[src/pkg/spibf_pkg.sv]
// spi baud-rate and status-flag block: shared constants
// assumes a 32-bit apb register port; registers sit at byte address 4*index
package spibf_pkg;

  // ---------------------------------------------------------------------------
  // register indices (byte address is four times the index)
  // ---------------------------------------------------------------------------
  localparam logic [3:0] IDX_CTRL1   = 4'h0;  // first control register
  localparam logic [3:0] IDX_CTRL2   = 4'h1;  // serial_control_two
  localparam logic [3:0] IDX_BAUD    = 4'h2;  // prescale and rate fields
  localparam logic [3:0] IDX_STATUS  = 4'h3;  // serial_flag_status
  localparam logic [3:0] IDX_DATA    = 4'h5;  // serial_data_reg
  localparam logic [3:0] IDX_IRQ_ST  = 4'h6;  // sticky event status
  localparam logic [3:0] IDX_IRQ_EN  = 4'h7;  // event enable
  localparam logic [3:0] IDX_IRQ_CLR = 4'h8;  // write-one-to-clear events

  // ---------------------------------------------------------------------------
  // field positions
  // ---------------------------------------------------------------------------
  localparam int C1_EN_BIT   = 6;  // block enable
  localparam int C1_MSTR_BIT = 4;  // master when set
  localparam int C2_MFEN_BIT = 4;  // master_fault_detect_en
  localparam int ST_RXF_BIT  = 7;  // rx_complete_flag
  localparam int ST_TXE_BIT  = 5;  // tx_empty_flag
  localparam int ST_MF_BIT   = 4;  // master_fault_flag
  localparam int BAUD_PRE_LO = 4;  // baud_prescale_bit0 position
  localparam int BAUD_RATE_LO = 0; // baud_rate_bit0 position
  localparam int EV_RX = 0;        // event bit: byte received
  localparam int EV_TX = 1;        // event bit: tx register emptied
  localparam int EV_MF = 2;        // event bit: mode fault

  // ---------------------------------------------------------------------------
  // reset values and sizes
  // ---------------------------------------------------------------------------
  localparam logic [7:0] CTRL1_RST = 8'h00;
  localparam logic [7:0] CTRL2_RST = 8'h00;
  localparam logic [6:0] BAUD_RST  = 7'h00;
  localparam logic [2:0] IRQ_RST   = 3'h0;
  localparam logic [3:0] BITS_LAST = 4'h7;   // last bit index of a byte
  localparam int         DIV_W     = 11;     // half-period counter width

endpackage

[src/verilog/spibf_baud_div.sv]
// spi baud-rate half-period tick generator
// assumes prescale/rate are stable while run_in is high
`timescale 1ns/1ps
module spibf_baud_div
  import spibf_pkg::*;
(
  input  wire logic       clock_in,     // bus clock
  input  wire logic       resetn_in,    // async reset, active low
  input  wire logic       run_in,       // count while high
  input  wire logic [2:0] prescale_in,  // prescale field
  input  wire logic [2:0] rate_in,      // rate field
  output logic            tick_out      // one pulse per serial half period
);

  // ---------------------------------------------------------------------------
  // half period = (prescale+1) * 2^rate, full divisor twice that
  // ---------------------------------------------------------------------------
  logic [3:0]       pre_plus;  // prescale + 1
  logic [DIV_W-1:0] half;      // half period in bus clocks
  logic [DIV_W-1:0] cnt_q;     // running count

  assign pre_plus = {1'b0, prescale_in} + 4'h1;
  assign half     = {7'h00, pre_plus} << rate_in;

  // count up and pulse at the end of each half period
  always_ff @(posedge clock_in or negedge resetn_in) begin
    if (!resetn_in) begin
      cnt_q    <= '0;
      tick_out <= 1'b0;
    end else if (!run_in) begin  // idle: restart cleanly
      cnt_q    <= '0;
      tick_out <= 1'b0;
    end else if (cnt_q == half - 11'h001) begin
      cnt_q    <= '0;
      tick_out <= 1'b1;
    end else begin
      cnt_q    <= cnt_q + 11'h001;
      tick_out <= 1'b0;
    end
  end

  // helper: bus clocks since the last tick during one run
  logic [DIV_W-1:0] gap_q;   // cycles since last tick
  logic             seen_q;  // a tick happened in this run
  always_ff @(posedge clock_in or negedge resetn_in) begin
    if (!resetn_in) begin
      gap_q  <= '0;
      seen_q <= 1'b0;
    end else if (!run_in) begin
      gap_q  <= '0;
      seen_q <= 1'b0;
    end else if (tick_out) begin
      gap_q  <= 11'h001;
      seen_q <= 1'b1;
    end else begin
      gap_q  <= gap_q + 11'h001;
    end
  end
endmodule

[src/verilog/spibf_top.sv]
// spi baud division, status flags and a minimal byte shifter behind apb
// assumes link pins are asynchronous; mode is clock idle low, sample on rise
//
// Design decision made here: the APB register port.
`timescale 1ns/1ps
module spibf_top
  import spibf_pkg::*;
(
  input  wire logic        clock_in,     // bus clock, 125 mhz
  input  wire logic        resetn_in,    // async reset, active low
  input  wire logic        psel_in,      // apb select
  input  wire logic        penable_in,   // apb access phase
  input  wire logic        pwrite_in,    // apb write when high
  input  wire logic [11:0] paddr_in,     // apb byte address
  input  wire logic [31:0] pwdata_in,    // apb write data
  output logic [31:0]      prdata_out,   // apb read data
  output logic             pready_out,   // apb ready
  output logic             pslverr_out,  // apb error on unmapped address
  input  wire logic        sclk_in,      // serial clock from a master
  output logic             sclk_out,     // serial clock as master
  output logic             sclk_oe_out,  // drive serial clock
  input  wire logic        mosi_in,      // data line in (slave)
  output logic             mosi_out,     // data line out (master)
  output logic             mosi_oe_out,  // drive mosi
  input  wire logic        miso_in,      // data line in (master)
  output logic             miso_out,     // data line out (slave)
  output logic             miso_oe_out,  // drive miso
  input  wire logic        ss_n_in,      // slave select, active low
  output logic             irq_out       // level interrupt
);

  // ---------------------------------------------------------------------------
  // pin synchronisers
  // ---------------------------------------------------------------------------
  logic ss_s1_q, ss_s2_q, ss_s3_q;     // select sync plus edge stage
  logic sck_s1_q, sck_s2_q, sck_s3_q;  // serial clock sync plus edge stage
  logic mosi_s1_q, mosi_s2_q;          // mosi sync
  logic miso_s1_q, miso_s2_q;          // miso sync

  // two flops per pin, a third on select and serial clock; stages two and three feed logic
  always_ff @(posedge clock_in or negedge resetn_in) begin
    if (!resetn_in) begin
      {ss_s1_q, ss_s2_q, ss_s3_q}    <= 3'h7;
      {sck_s1_q, sck_s2_q, sck_s3_q} <= 3'h0;
      {mosi_s1_q, mosi_s2_q}         <= 2'h0;
      {miso_s1_q, miso_s2_q}         <= 2'h0;
    end else begin
      {ss_s1_q, ss_s2_q, ss_s3_q}    <= {ss_n_in, ss_s1_q, ss_s2_q};
      {sck_s1_q, sck_s2_q, sck_s3_q} <= {sclk_in, sck_s1_q, sck_s2_q};
      {mosi_s1_q, mosi_s2_q}         <= {mosi_in, mosi_s1_q};
      {miso_s1_q, miso_s2_q}         <= {miso_in, miso_s1_q};
    end
  end

  // ---------------------------------------------------------------------------
  // apb slave: one wait-free access phase, answer registered at setup
  // ---------------------------------------------------------------------------
  logic [3:0] idx;       // register index
  logic       mapped;    // address hits a register
  logic       setup;     // setup phase
  logic       xfer;      // access completes this edge
  logic       st_rd;     // status read completes
  logic       data_rd;   // data read completes
  logic       data_wr;   // data write completes
  logic       c1_wr;     // control-one write completes
  logic [7:0] rd_mux;    // read value
  logic [7:0] ctrl1_q;   // control one
  logic [7:0] ctrl2_q;   // control two
  logic [6:0] baud_q;    // {prescale, 0, rate}
  logic [2:0] irq_st_q;  // sticky events
  logic [2:0] irq_en_q;  // event enables
  logic       rxf_q;     // rx_complete_flag
  logic       txe_q;     // tx_empty_flag
  logic       mf_q;      // master_fault_flag
  logic [7:0] rx_data_q; // received byte
  logic [7:0] tx_buf_q;  // byte waiting to be sent

  assign idx     = paddr_in[5:2];
  assign mapped  = (paddr_in[11:6] == 6'h00) && (paddr_in[1:0] == 2'h0) &&
                   (idx <= IDX_IRQ_CLR) && (idx != 4'h4);
  assign setup   = psel_in && !penable_in;
  assign xfer    = psel_in && penable_in && pready_out;
  assign st_rd   = xfer && !pwrite_in && (idx == IDX_STATUS);
  assign data_rd = xfer && !pwrite_in && (idx == IDX_DATA);
  assign data_wr = xfer && pwrite_in && (idx == IDX_DATA);
  assign c1_wr   = xfer && pwrite_in && (idx == IDX_CTRL1);

  // read multiplexer; the status register is readable at any time
  always_comb begin
    rd_mux = 8'h00;
    unique case (idx)
      IDX_CTRL1:  rd_mux = ctrl1_q;
      IDX_CTRL2:  rd_mux = ctrl2_q;
      IDX_BAUD:   rd_mux = {1'b0, baud_q};
      IDX_STATUS: rd_mux = {rxf_q, 1'b0, txe_q, mf_q, 4'h0};
      IDX_DATA:   rd_mux = rx_data_q;
      IDX_IRQ_ST: rd_mux = {5'h00, irq_st_q};
      IDX_IRQ_EN: rd_mux = {5'h00, irq_en_q};
      default:    rd_mux = 8'h00;  // clear register and holes read zero
    endcase
  end

  // answer: ready in the first access cycle, data captured at setup
  always_ff @(posedge clock_in or negedge resetn_in) begin
    if (!resetn_in) begin
      pready_out  <= 1'b0;
      pslverr_out <= 1'b0;
      prdata_out  <= '0;
    end else begin
      pready_out  <= setup;
      pslverr_out <= setup && !mapped;
      if (setup) begin
        prdata_out <= (mapped && !pwrite_in) ? {24'h000000, rd_mux} : 32'h0;
      end
    end
  end

  // software-written configuration; status writes change nothing
  always_ff @(posedge clock_in or negedge resetn_in) begin
    if (!resetn_in) begin
      ctrl1_q  <= CTRL1_RST;
      ctrl2_q  <= CTRL2_RST;
      baud_q   <= BAUD_RST;
      irq_en_q <= IRQ_RST;
    end else if (xfer && pwrite_in && mapped) begin
      unique case (idx)
        IDX_CTRL1:  ctrl1_q  <= pwdata_in[7:0];
        IDX_CTRL2:  ctrl2_q  <= pwdata_in[7:0];
        IDX_BAUD:   baud_q   <= pwdata_in[6:0];
        IDX_IRQ_EN: irq_en_q <= pwdata_in[2:0];
        default:    ;  // status, data and clear handled elsewhere
      endcase
    end
  end

  // ---------------------------------------------------------------------------
  // clear-by-sequence arming
  // ---------------------------------------------------------------------------
  logic rx_arm_q;  // status seen with rx flag set
  logic tx_arm_q;  // status seen with tx flag set
  logic mf_arm_q;  // status seen with fault flag set

  // armed by a status read, disarmed only by its own follow-up access
  always_ff @(posedge clock_in or negedge resetn_in) begin
    if (!resetn_in) begin
      rx_arm_q <= 1'b0;
      tx_arm_q <= 1'b0;
      mf_arm_q <= 1'b0;
    end else begin
      if (st_rd && prdata_out[ST_RXF_BIT]) rx_arm_q <= 1'b1;
      else if (data_rd) rx_arm_q <= 1'b0;
      if (st_rd && prdata_out[ST_TXE_BIT]) tx_arm_q <= 1'b1;
      else if (data_wr) tx_arm_q <= 1'b0;
      if (st_rd && prdata_out[ST_MF_BIT]) mf_arm_q <= 1'b1;
      else if (c1_wr) mf_arm_q <= 1'b0;
    end
  end

  // ---------------------------------------------------------------------------
  // byte shifter
  // ---------------------------------------------------------------------------
  typedef enum logic {SH_IDLE, SH_RUN} spibf_sh_t;
  spibf_sh_t  sh_q;       // shifter state
  logic [7:0] shift_q;    // outgoing / incoming bits
  logic [3:0] bit_q;      // bits done
  logic       rx_bit_q;   // bit sampled on the rising edge
  logic       sck_q;      // master serial clock level
  logic       tick;       // half-period pulse
  logic       master;     // master mode
  logic       enabled;    // block enabled
  logic       load;       // shifter takes the buffer
  logic       rx_done;    // byte complete
  logic       rise_ev;    // sample point
  logic       fall_ev;    // shift point
  logic       mf_event;   // mode fault detected
  logic       accept;     // data write accepted

  assign master   = ctrl1_q[C1_MSTR_BIT];
  assign enabled  = ctrl1_q[C1_EN_BIT];
  assign load     = enabled && (sh_q == SH_IDLE) && !txe_q;
  assign rise_ev  = master ? (tick && !sck_q) : (sck_s2_q && !sck_s3_q && !ss_s2_q);
  assign fall_ev  = master ? (tick && sck_q) : (!sck_s2_q && sck_s3_q && !ss_s2_q);
  assign rx_done  = (sh_q == SH_RUN) && fall_ev && (bit_q == BITS_LAST);
  assign mf_event = enabled && master && ctrl2_q[C2_MFEN_BIT] &&
                    ss_s3_q && !ss_s2_q;
  assign accept   = data_wr && tx_arm_q;

  spibf_baud_div u_div (
    .clock_in    (clock_in),
    .resetn_in   (resetn_in),
    .run_in      ((sh_q == SH_RUN) && master),
    .prescale_in (baud_q[BAUD_PRE_LO +: 3]),
    .rate_in     (baud_q[BAUD_RATE_LO +: 3]),
    .tick_out    (tick)
  );

  // eight bits msb first, sample on rise, shift on fall; miso sync lag needs half >= 4
  always_ff @(posedge clock_in or negedge resetn_in) begin
    if (!resetn_in) begin
      sh_q     <= SH_IDLE;
      shift_q  <= 8'h00;
      bit_q    <= 4'h0;
      rx_bit_q <= 1'b0;
      sck_q    <= 1'b0;
    end else begin
      unique case (sh_q)
        SH_IDLE: begin
          sck_q <= 1'b0;
          if (load) begin  // start with the buffered byte
            shift_q <= tx_buf_q;
            bit_q   <= 4'h0;
            sh_q    <= SH_RUN;
          end
        end
        SH_RUN: begin
          if (!enabled || mf_event) begin  // abort on disable or fault
            sh_q  <= SH_IDLE;
            sck_q <= 1'b0;
          end else if (rise_ev) begin
            rx_bit_q <= master ? miso_s2_q : mosi_s2_q;
            if (master) sck_q <= 1'b1;
          end else if (fall_ev) begin
            shift_q <= {shift_q[6:0], rx_bit_q};
            bit_q   <= bit_q + 4'h1;
            if (master) sck_q <= 1'b0;
            if (bit_q == BITS_LAST) sh_q <= SH_IDLE;
          end
        end
      endcase
    end
  end

  // ---------------------------------------------------------------------------
  // data registers and status flags; a setting event beats a clear
  // ---------------------------------------------------------------------------
  always_ff @(posedge clock_in or negedge resetn_in) begin
    if (!resetn_in) begin
      rx_data_q <= 8'h00;
      tx_buf_q  <= 8'h00;
    end else begin
      if (rx_done) rx_data_q <= {shift_q[6:0], rx_bit_q};
      if (accept) tx_buf_q <= pwdata_in[7:0];
    end
  end

  always_ff @(posedge clock_in or negedge resetn_in) begin
    if (!resetn_in) begin
      rxf_q <= 1'b0;
      txe_q <= 1'b1;
      mf_q  <= 1'b0;
    end else begin
      if (rx_done) rxf_q <= 1'b1;
      else if (data_rd && rx_arm_q) rxf_q <= 1'b0;
      if (load) txe_q <= 1'b1;
      else if (accept) txe_q <= 1'b0;
      if (mf_event) mf_q <= 1'b1;
      else if (c1_wr && mf_arm_q) mf_q <= 1'b0;
    end
  end

  // ---------------------------------------------------------------------------
  // interrupts and pin drivers
  // ---------------------------------------------------------------------------
  logic [2:0] ev;  // event pulses
  assign ev = {mf_event, load, rx_done};

  always_ff @(posedge clock_in or negedge resetn_in) begin
    if (!resetn_in) begin
      irq_st_q <= IRQ_RST;
      irq_out  <= 1'b0;
    end else begin
      if (xfer && pwrite_in && (idx == IDX_IRQ_CLR)) begin
        irq_st_q <= (irq_st_q & ~pwdata_in[2:0]) | ev;
      end else begin
        irq_st_q <= irq_st_q | ev;
      end
      irq_out <= |(irq_st_q & irq_en_q);
    end
  end

  // drive lines only in the role that owns them
  always_ff @(posedge clock_in or negedge resetn_in) begin
    if (!resetn_in) begin
      sclk_out    <= 1'b0;
      sclk_oe_out <= 1'b0;
      mosi_out    <= 1'b0;
      mosi_oe_out <= 1'b0;
      miso_out    <= 1'b0;
      miso_oe_out <= 1'b0;
    end else begin
      sclk_out    <= sck_q;
      sclk_oe_out <= enabled && master;
      mosi_out    <= shift_q[7];
      mosi_oe_out <= enabled && master;
      miso_out    <= shift_q[7];
      miso_oe_out <= enabled && !master && !ss_s2_q;
    end
  end
endmodule

[config.mk]
export PLATFORM = sky130hd
export DESIGN_NAME = spibf_top
export DESIGN_NICKNAME = d
export VERILOG_FILES = /design/src/pkg/spibf_pkg.sv /design/src/verilog/spibf_baud_div.sv /design/src/verilog/spibf_top.sv
export SDC_FILE = /design/constraint.sdc
export NUM_CORES = 1
export LEC_CHECK = 0
export ABC_CLOCK_PERIOD_IN_PS = 3400
export BUFFER_PORTS_ARGS = -buffer_cell sky130_fd_sc_hd__buf_2
export CORE_MARGIN = 5
export CORE_UTILIZATION = 50
export CTS_CLUSTER_SIZE = 30
export DETAILED_ROUTE_END_ITERATION = 12
export GPL_TIMING_DRIVEN = 0
export PLACE_DENSITY = 0.68
export SLEW_MARGIN = 20
export SYNTH_ARGS = -nofsm -noshare
export SYNTH_HDL_FRONTEND = slang
export SYNTH_SLANG_ARGS = --single-unit
[constraint.sdc]
create_clock -name clock_in -period 3.4 [get_ports clock_in]
set_input_delay 0.51 -clock clock_in [delete_from_list [all_inputs] [get_ports clock_in]]
set_output_delay 0.51 -clock clock_in [all_outputs]
set_load 0.01 [all_outputs]
Yosys cells after proc, flatten, opt, wreduce, memory -nomap -nowiden
Cells that the tools add are included.
{"block": "totals", "reg_bits": 127, "input_bits": 53, "output_inout_bits": 41, "wordCells": 179}
{"block": "classes", "n_addsub": 4, "order_cmp": 1, "n_eq_ne": 17, "shift": 1, "n_mux": 44, "bitwise": 7, "n_reduce_logical": 67}
{"operator": "8-bit one-hot mux with 7 select lines", "n": 1}
{"operator": "8-bit 2-to-1 mux", "n": 5}
{"operator": "1-bit logical AND", "n": 39}
{"operator": "1-bit 2-to-1 mux", "n": 27}
{"operator": "11-bit 2-to-1 mux", "n": 2}
{"operator": "4-bit by 3-bit == test with 1-bit output, second input constant", "n": 4}
{"operator": "4-bit 2-to-1 mux", "n": 4}
{"operator": "8-bit one-hot mux with 2 select lines", "n": 1}
{"operator": "4-bit by 3-bit != test with 1-bit output, second input constant", "n": 3}
{"operator": "2-bit nonzero test", "n": 6}
{"operator": "11-bit by 1-bit adder with 11-bit output, second input constant", "n": 1}
{"operator": "11-bit == test", "n": 1}
{"operator": "4-bit by 3-bit left shift with 11-bit output", "n": 1}
{"operator": "11-bit by 1-bit subtractor with 11-bit output, second input constant", "n": 1}
{"operator": "1-bit logical NOT", "n": 10}
{"operator": "4-bit by 2-bit == test with 1-bit output, second input constant", "n": 2}
{"operator": "4-bit one-hot mux with 2 select lines", "n": 1}
{"operator": "2-bit AND reduction", "n": 4}
{"operator": "3-bit bitwise AND", "n": 2}
{"operator": "6-bit logical NOT", "n": 1}
{"operator": "2-bit != test, second input constant", "n": 3}
{"operator": "3-bit bitwise OR", "n": 2}
{"operator": "3-bit AND reduction", "n": 2}
{"operator": "3-bit by 1-bit adder with 4-bit output, second input constant", "n": 1}
{"operator": "15 further kinds", "n": 17}

Logic depth before layout (Yosys ltp)
Gate-level depths: netlist of the first run.
{"block": "depth", "depth_word": 8, "mapped_depth": 11, "depth_no_buf": 10}

Modules after synthesis
Synthesis of the first run repeated with hierarchy kept, for this count alone.
{"block": "unflattened", "cells_unflattened": 499, "hier_area_um2": 5520.3}
{"mod": "spibf_top", "n_inst": 1, "cells_each": 336, "area_each_um2": 4162.7, "seq_area_each_um2": 2282.2}
{"mod": "spibf_baud_div", "n_inst": 1, "cells_each": 163, "area_each_um2": 1357.6, "seq_area_each_um2": 300.3}

Least setup slack after synthesis of the first run
Ideal clock, no wire load.
{"block": "synth_path", "path_type": "register -> register", "startpoint": "register baud_q[5]", "endpoint": "register u_div.cnt_q[10]", "setup_time_ps": 144, "t_arrival_ps": 2527, "path_slack_ps": 730, "stages_incl_launch_ff": 10, "cell_sequence": "dfrtp_1 > ha_1 > xor2_2 > mux4_2 > a311o_1 > xor2_1 > nor3_1 > and4_4 > buf_12 > nor3_2"}
{"block": "synth_via", "elab_chain_cells": 6}
{"item": "start, declared", "line": "spibf_top.sv:69", "source": "logic [6:0] baud_q;"}
{"item": "start signal, assigned", "line": "spibf_top.sv:129", "source": "IDX_BAUD: baud_q <= pwdata_in[6:0];"}
{"item": "3-bit by 1-bit adder with 4-bit output", "line": "spibf_baud_div.sv:22", "source": "assign pre_plus = {1'b0, prescale_in} + 4'h1;"}
{"item": "4-bit by 3-bit left shift with 11-bit output", "line": "spibf_baud_div.sv:23", "source": "assign half = {7'h00, pre_plus} << rate_in;"}
{"item": "11-bit by 1-bit subtractor with 11-bit output", "line": "spibf_baud_div.sv:33", "source": "end else if (cnt_q == half - 11'h001) begin"}
{"item": "11-bit == test", "line": "spibf_baud_div.sv:33"}
{"item": "11-bit 2-to-1 mux", "line": "spibf_baud_div.sv:33"}
{"item": "11-bit 2-to-1 mux", "line": "spibf_baud_div.sv:30", "source": "end else if (!run_in) begin"}
{"item": "end signal, assigned", "line": "spibf_baud_div.sv:37", "source": "cnt_q <= cnt_q + 11'h001;"}
{"item": "end, declared", "line": "spibf_baud_div.sv:20", "source": "logic [DIV_W-1:0] cnt_q;"}
Every way passes these cells.
A chain may end at the register's enable or synchronous reset.

Worst setup path after layout of the first run
{"block": "layout_path", "startpoint": "register baud_q[5]", "endpoint": "register u_div.cnt_q[3]"}
The elaborated chain is that of the path after synthesis.

==> results.toml, run 1 <==
[setup_path]
path_class = "reg -> reg"
crit_chain = "ha_1, xnor2_4, o22ai_1, or2_2, nor4_1, nor2_1, a211oi_1, and4_4, buf_12, nor3_2"
max_stage_delay_ps = 490
reg2reg_from = "baud_q[5]$_DFFE_PN0P_"
critical_path.max_fanout = 10
cp.required_ps = 3620
crit_slowest_cell = "dfrtp_1"
crit_path_start_kind = "flop"
arrival_ps = 3240
critPathLaunch = "baud_q[5]$_DFFE_PN0P_"
end_kind = "flop"

[floorplanning]
rows = 38
top_level_ports = 94
coreArea_mm2 = 0.0107
die_w_um = 114
dieArea_mm2 = 0.0130
fp.dieH_um = 114
start_util_pct = 50.6

[yosys]
synthArstFlopShare_pct = 100
syn_area_per_cell_um2 = 10.9
ys_top_cells_by_count = "99 x dfrtp_1, 49 x nand2_1, 45 x mux2_2"
synth_area_leaders = "dfrtp_1 46%, mux2_2 9.3%, buf_4 3.9%"
ys_seq_elements = 103
synth_top_family_by_area = "simple AND/OR/NAND/NOR gates"
seq_area_frac_synth_pct = 47.5
synth_edf_count = 0
ys.flop_type = "dfrtp_1"
synthSimpleGateAreaFrac_pct = 16.8
syn_area_mm2 = 0.00543
synthAdderAreaFrac_pct = 0.921
synth_compound_area_share_pct = 12.3
synth-xor-area-share_pct = 4.19
synth_mux_area_share_pct = 12.0
ys_warn_count = 0
synth.most_common_cell = "dfrtp_1"
synth_top_area_share_pct = 45.6
yosysUniqueCellTypes = 68
yosys.area.top_type = "dfrtp_1"
synth_cells = 497

[timing]
fin_setup_tns_ps = 0
timing.slew.headroom_pct = 46.1
fin_crit_sh_pct = 88.7
fin_crit_ps = 3010
hold_violations = 0
slew_viol_final = 0
fmax_mhz = 332
fin_skew_ps = 18.9
worst_pin_slew_ps = 805
setup_slack_ps = 385
setup_viol = 0
grt_setup_unrepaired = "false"

[power]
switching_share_pct = 24.5
comb_power_share_pct = 6.2
clockPowerShare_pct = 34.4
p_int_w = 0.00157
leakage_nw = 2.90
powerDensity_mw_per_mm2 = 340
peakVddDrop_v = 0.000187
seqPwrFrac_pct = 59.5
power.switching_w = 0.000511

[placement]
io_buffer_count = 44
gp_congestion = 0.859
place_ws_ps = 391
placed_area_mm2 = 0.00595
dp_hpwl_um = 9000
place_inst = 705

[global_routing]
track_usage_pct = 18.9
antenna_found_initial = 0
grt_pass1_vias = 3956
grt_max_degree = 60
grt_pass1_wl_um = 19600
grt_overflow_total = 0

[routing]
drcViolationCount = 0
dr.first_iter.drc_count = 325
wl_per_cell_um = 16.5
ant_nets = 0
via_count = 3989
wl_um = 11900
drtPass1Iterations = 4
viasPerCell = 5.53

[clocking]
clockBufferDepth = 2
cts.sinks = 103
clock-root-buffer = "clkbuf_8"
clk_pin_slew_ps = 110
ctsHoldBuffers = 0
h-tree-depth = 3
insertion_delay_ps = 370
cts-buffers-inserted = 9
post-cts-setup-buffers = 0
cts_tree = "yes"
cts_resized = 0

[finish]
nets = 633
final_cell_area_mm2 = 0.00614
area_growth_pct = 12.9
drive_gt1_share_pct = 30.1
insertedDiodeCount = 0
fillers = 964
final_cells = 721

[status]
status = "finished clean"

[hold_path]
hp-class = "in -> async"

[run]
cap_violations = 0
==> cell families after synthesis <==
family,count (synthesis)
DFF,103
xor gates and xnor gates,23
AOI/OAI and AO/OA,92
other,1
muxes,57
and+or+nand+nor,162
adders and majority gates,4
buffers and inverters,55
==> critical path, delay by kind of cell (launching register included) <==
kind | cells | cell delay (ps)
fa+ha+maj | 1 | 330
compound gates | 2 | 430
xor+xnor | 1 | 290
flops | 1 | 490
simple gates | 5 | 1200
buf+inv | 1 | 150
==> final cells by class <==
| cell class | instances | area (µm²) | share of cell area, % |
|---|---|---|---|
| buffer | 47 | 308 | 5.02 |
| clock buffer | 10 | 138 | 2.24 |
| clock inverter | 6 | 43.8 | 0.714 |
| inverter | 8 | 30.0 | 0.489 |
| multi-input combinational | 362 | 2610 | 42.5 |
| sequential | 103 | 2580 | 42.1 |
| tap | 140 | 175 | 2.85 |
| timing repair buffer | 45 | 254 | 4.14 |
==> sequential cells by signal, summed over array words and instances, names as in the netlist, 3 cells and up <==
register,flops
shift_q,8
rx_data_q,8
baud_q,7
u_div.cnt_q,11
prdata_out,8
ctrl2_q,8
irq_st_q,3
ctrl1_q,8
bit_q,4
irq_en_q,3
tx_buf_q,8
==> cell usage in the layout, fill, tap and decap left out, drive strengths merged, types with 5 or more instances in the layout <==
cell type	netlist	routed
a21oi	10	10
a22o	12	12
a22oi	13	13
and2	5	5
buf	33	78
clkbuf	14	24
conb	1	24
dfrtp	99	99
inv	8	10
mux2	45	45
mux2i	10	10
nand2	49	49
nand2b	8	8
nand3	15	15
nor2	25	25
nor3	13	13
nor4	9	9
o21ai	24	24
o22ai	6	6
o32ai	6	6
or2	6	6
or3	6	6
xnor2	11	11
xor2	12	12
==> power by group through the flow <==
| stage | clock [W] | combinational (W) | sequential, W |
|---|---|---|---|
| 2_1_floorplan | 0 | 0.0000632 | 0.00126 |
| 3_3_place_gp | 0 | 0.000122 | 0.00126 |
| 3_5_place_dp | 0 | 0.000129 | 0.00126 |
| 4_1_cts | 0.000733 | 0.000128 | 0.00124 |
| 5_1_grt | 0.000776 | 0.000144 | 0.00124 |
| 6_report | 0.000716 | 0.000129 | 0.00124 |
==> routing by layer <==
layer	wire [µm]	vias to the layer above	GRT usage, %
met1	5390	1984	25.8
li1	-	1893	-
met5	0	-	0
met2	5830	96	30.9
met3	458	16	2.43
met4	212	0	7.21
==> final timing paths <==
| kind | cells after the start | slack [ps] | endpoint |
|---|---|---|---|
| worst min register to register | 0 | 360 | ss_s2_q$_DFF_PN1_ |
| min in group clock_in | 1 | 240 | ss_s1_q$_DFF_PN1_ |
| worst max-delay path | 10 | 390 | u_div.cnt_q[3]$_DFF_PN0_ |
| worst max register to register | 10 | 390 | u_div.cnt_q[3]$_DFF_PN0_ |
| worst min-delay path | 1 | 30 | pslverr_out$_DFF_PN0_ |
| max in group asynchronous | 2 | 2680 | ss_s2_q$_DFF_PN1_ |
==> stage by stage <==
stage	utilization, %	total power (W)	hold WS, ps
detailed placement	55.4	0.00139	342
CTS	57.0	0.00210	51.4
global placement	55.0	0.00139	333
floorplan	-	0.00133	214
finish	57.1	0.00208	32.7
global route	57.1	0.00216	65.5
Note: power is estimated with default switching activity, not from simulation.
==> inputs of run 2 (changes only) <==
--- a/config.mk
+++ b/config.mk
@@ -16,4 +16,5 @@
 export SLEW_MARGIN = 20
 export SYNTH_ARGS = -nofsm -noshare
 export SYNTH_HDL_FRONTEND = slang
+export SYNTH_HIERARCHICAL = 1
 export SYNTH_SLANG_ARGS = --single-unit
==> results.toml, run 2 <==
[power]
p_int_w = 0.00172
powerDensity_mw_per_mm2 = 359
peakVddDrop_v = 0.000230
clockPowerShare_pct = 39.3
switching_share_pct = 23.8
leakage_nw = 3.03
comb_power_share_pct = 5.8
seqPwrFrac_pct = 55.0
power.switching_w = 0.000536

[routing]
drtPass1Iterations = 5
dr.first_iter.drc_count = 233
wl_per_cell_um = 16.6
met1_length_um = 5650
drcViolationCount = 0
wl_um = 12000
dr_wl_met2_um = 5500
wl_met3_um = 596
via_count = 3977
ant_nets = 0
highest_layer = "met4"
viasPerCell = 5.50

[floorplanning]
rows = 38
die_w_um = 115
fp.dieH_um = 115
coreArea_mm2 = 0.0108
top_level_ports = 94
dieArea_mm2 = 0.0132
start_util_pct = 50.9

[clocking]
cts-buffers-inserted = 9
h-tree-depth = 3
insertion_delay_ps = 370
cts_resized = 0
clockBufferDepth = 2
cts.sinks = 103
clk_pin_slew_ps = 90
clock-root-buffer = "clkbuf_8"
cts_tree = "yes"

[finish]
drive_gt1_share_pct = 34.6
final_common_cell = "dfrtp_1"
nets = 635
area_growth_pct = 13.7
layout_common_cells = "99 x dfrtp_1, 63 x mux2_2, 49 x buf_2, 40 x nand2_1, 28 x buf_4"
insertedDiodeCount = 0
largest_reg_flops = 11
top_register = "u_div/cnt_q"

[placement]
place_ws_ps = 364
dp_hpwl_um = 8850
io_buffer_count = 43
gp_congestion = 0.897

[yosys]
synthArstFlopShare_pct = 100
ys_seq_elements = 103
synth_edf_count = 0
synth_cells = 499
synth_top_area_share_pct = 44.9
synth.most_common_cell = "dfrtp_1"
syn_area_mm2 = 0.00552
synthAdderAreaFrac_pct = 0.907
ys.flop_type = "dfrtp_1"
synth_area_leaders = "dfrtp_1 45%, mux2_2 13%, buf_4 3.8%"
ys_top_cells_by_count = "99 x dfrtp_1, 63 x mux2_2, 40 x nand2_1"
yosys.area.top_type = "dfrtp_1"
synth-xor-area-share_pct = 4.58
synth_top_family_by_area = "simple AND/OR/NAND/NOR gates"
seq_area_frac_synth_pct = 46.8
syn_area_per_cell_um2 = 11.1
yosysUniqueCellTypes = 76
ys_warn_count = 6
synth_mux_area_share_pct = 14.8
synth_compound_area_share_pct = 10.7
synthSimpleGateAreaFrac_pct = 15.6

[timing]
fin_skew_ps = 12.7
worst_pin_slew_ps = 598
setup_viol = 0
fin_crit_ps = 3070
slew_viol_final = 0
setup_slack_ps = 335
grt_setup_unrepaired = "false"
fmax_mhz = 326
fin_crit_sh_pct = 90.2
hold_violations = 0
fin_setup_tns_ps = 0
timing.slew.headroom_pct = 59.6

[setup_path]
crit_path_start_kind = "flop"
end_kind = "flop"
cp.required_ps = 3660
arrival_ps = 3330
path_class = "reg -> reg"
critical_path.max_fanout = 10

[global_routing]
grt_overflow_total = 0
grt_max_degree = 83
antenna_found_initial = 0
track_usage_pct = 18.8
grt_pass1_vias = 3856
grt_pass1_wl_um = 19800

[status]
status = "finished clean"

[hold_path]
hp-class = "in -> reg"

[run]
cap_violations = 0
==> run 2: changes by cell type after synthesis, sizes merged, moves of 8 or more <==
cell / delta
a22o: -8
a22oi: -10
mux2: +18
nand2: -9
nand3: +8
nor2: +8
o21ai: -8
xnor2: +10
==> run 2: layout make-up <==
class | count | area (µm²)
multi-input cells | 357 | 2660
clock inverters | 7 | 114
fillers | 961 | 4560
plain buffers | 50 | 318
inverters | 12 | 45.0
well taps | 140 | 175
clock buffers | 9 | 124
repair buffers | 45 | 259
flip-flops and latches | 103 | 2580
==> run 2: logic make-up after synthesis <==
logic type,Yosys count
AND/OR/NAND/NOR,157
flip-flops,103
AO/OA/AOI/OAI,74
multiplexers,70
buffers and inverters,62
XOR/XNOR,28
adder cells (fa/ha/maj),4
other,1
==> run 2: timing repair <==
| item | CTS | global route |
|---|---|---|
| hold buffers | 1 | 0 |
| endpoints found under the hold margin | 19 | 0 |
| setup buffers | 0 | 0 |
==> run 2: stage by stage <==
step	hold slack [ps]	total power, W	area [µm²]	instances	utilization [%]
after CTS	212	0.00228	6280	723	57.9
after detailed placement	336	0.00139	6030	706	55.6
after floorplan	214	0.00133	5610	522	-
final	233	0.00225	6280	723	57.9
after global placement	335	0.00138	6000	705	55.3
after global routing	213	0.00234	6280	723	57.9
==> run 2: worst max-delay path: stages (launching register included) <==
cell	delay [ps]
dfrtp_1	450
ha_1	400
and3b_1	230
a221oi_2	170
o22ai_1	200
nor3_1	450
a31o_2	230
o211ai_1	130
a2111oi_4	420
buf_6	230
nor2_2	50
==> run 2: worst paths after layout <==
kind | slack, ps | endpoint | startpoint | cells past startpoint
setup / recovery | 330 | u_div/cnt_q[10]$_DFF_PN0_ | baud_q[5]$_DFFE_PN0P_ | 10
hold / removal | 230 | ss_s1_q$_DFF_PN1_ | ss_n_in | 1
setup reg to reg | 330 | u_div/cnt_q[10]$_DFF_PN0_ | baud_q[5]$_DFFE_PN0P_ | 10
hold reg to reg | 360 | mosi_s2_q$_DFF_PN0_ | mosi_s1_q$_DFF_PN0_ | 0
max in group asynchronous | 2180 | txe_q$_DFFE_PN1P_ | resetn_in | 3
min in group asynchronous | 550 | sclk_out$_DFF_PN0_ | resetn_in | 2
==> run 2: per-layer routing <==
metal,track usage (%),up-vias
li1,-,1894
met1,27.2,1938
met2,29.1,122
met3,2.79,23
met4,6.49,0
met5,0,-
==> run 2: power groups by stage <==
| stage | Clock [W] | Combinational, W | Sequential [W] |
|---|---|---|---|
| 3_5_place_dp | 0 | 0.000128 | 0.00126 |
| 4_1_cts | 0.000909 | 0.000129 | 0.00124 |
| 2_1_floorplan | 0 | 0.0000645 | 0.00126 |
| 3_3_place_gp | 0 | 0.000122 | 0.00126 |
| 6_report | 0.000884 | 0.000130 | 0.00124 |
| 5_1_grt | 0.000961 | 0.000144 | 0.00124 |
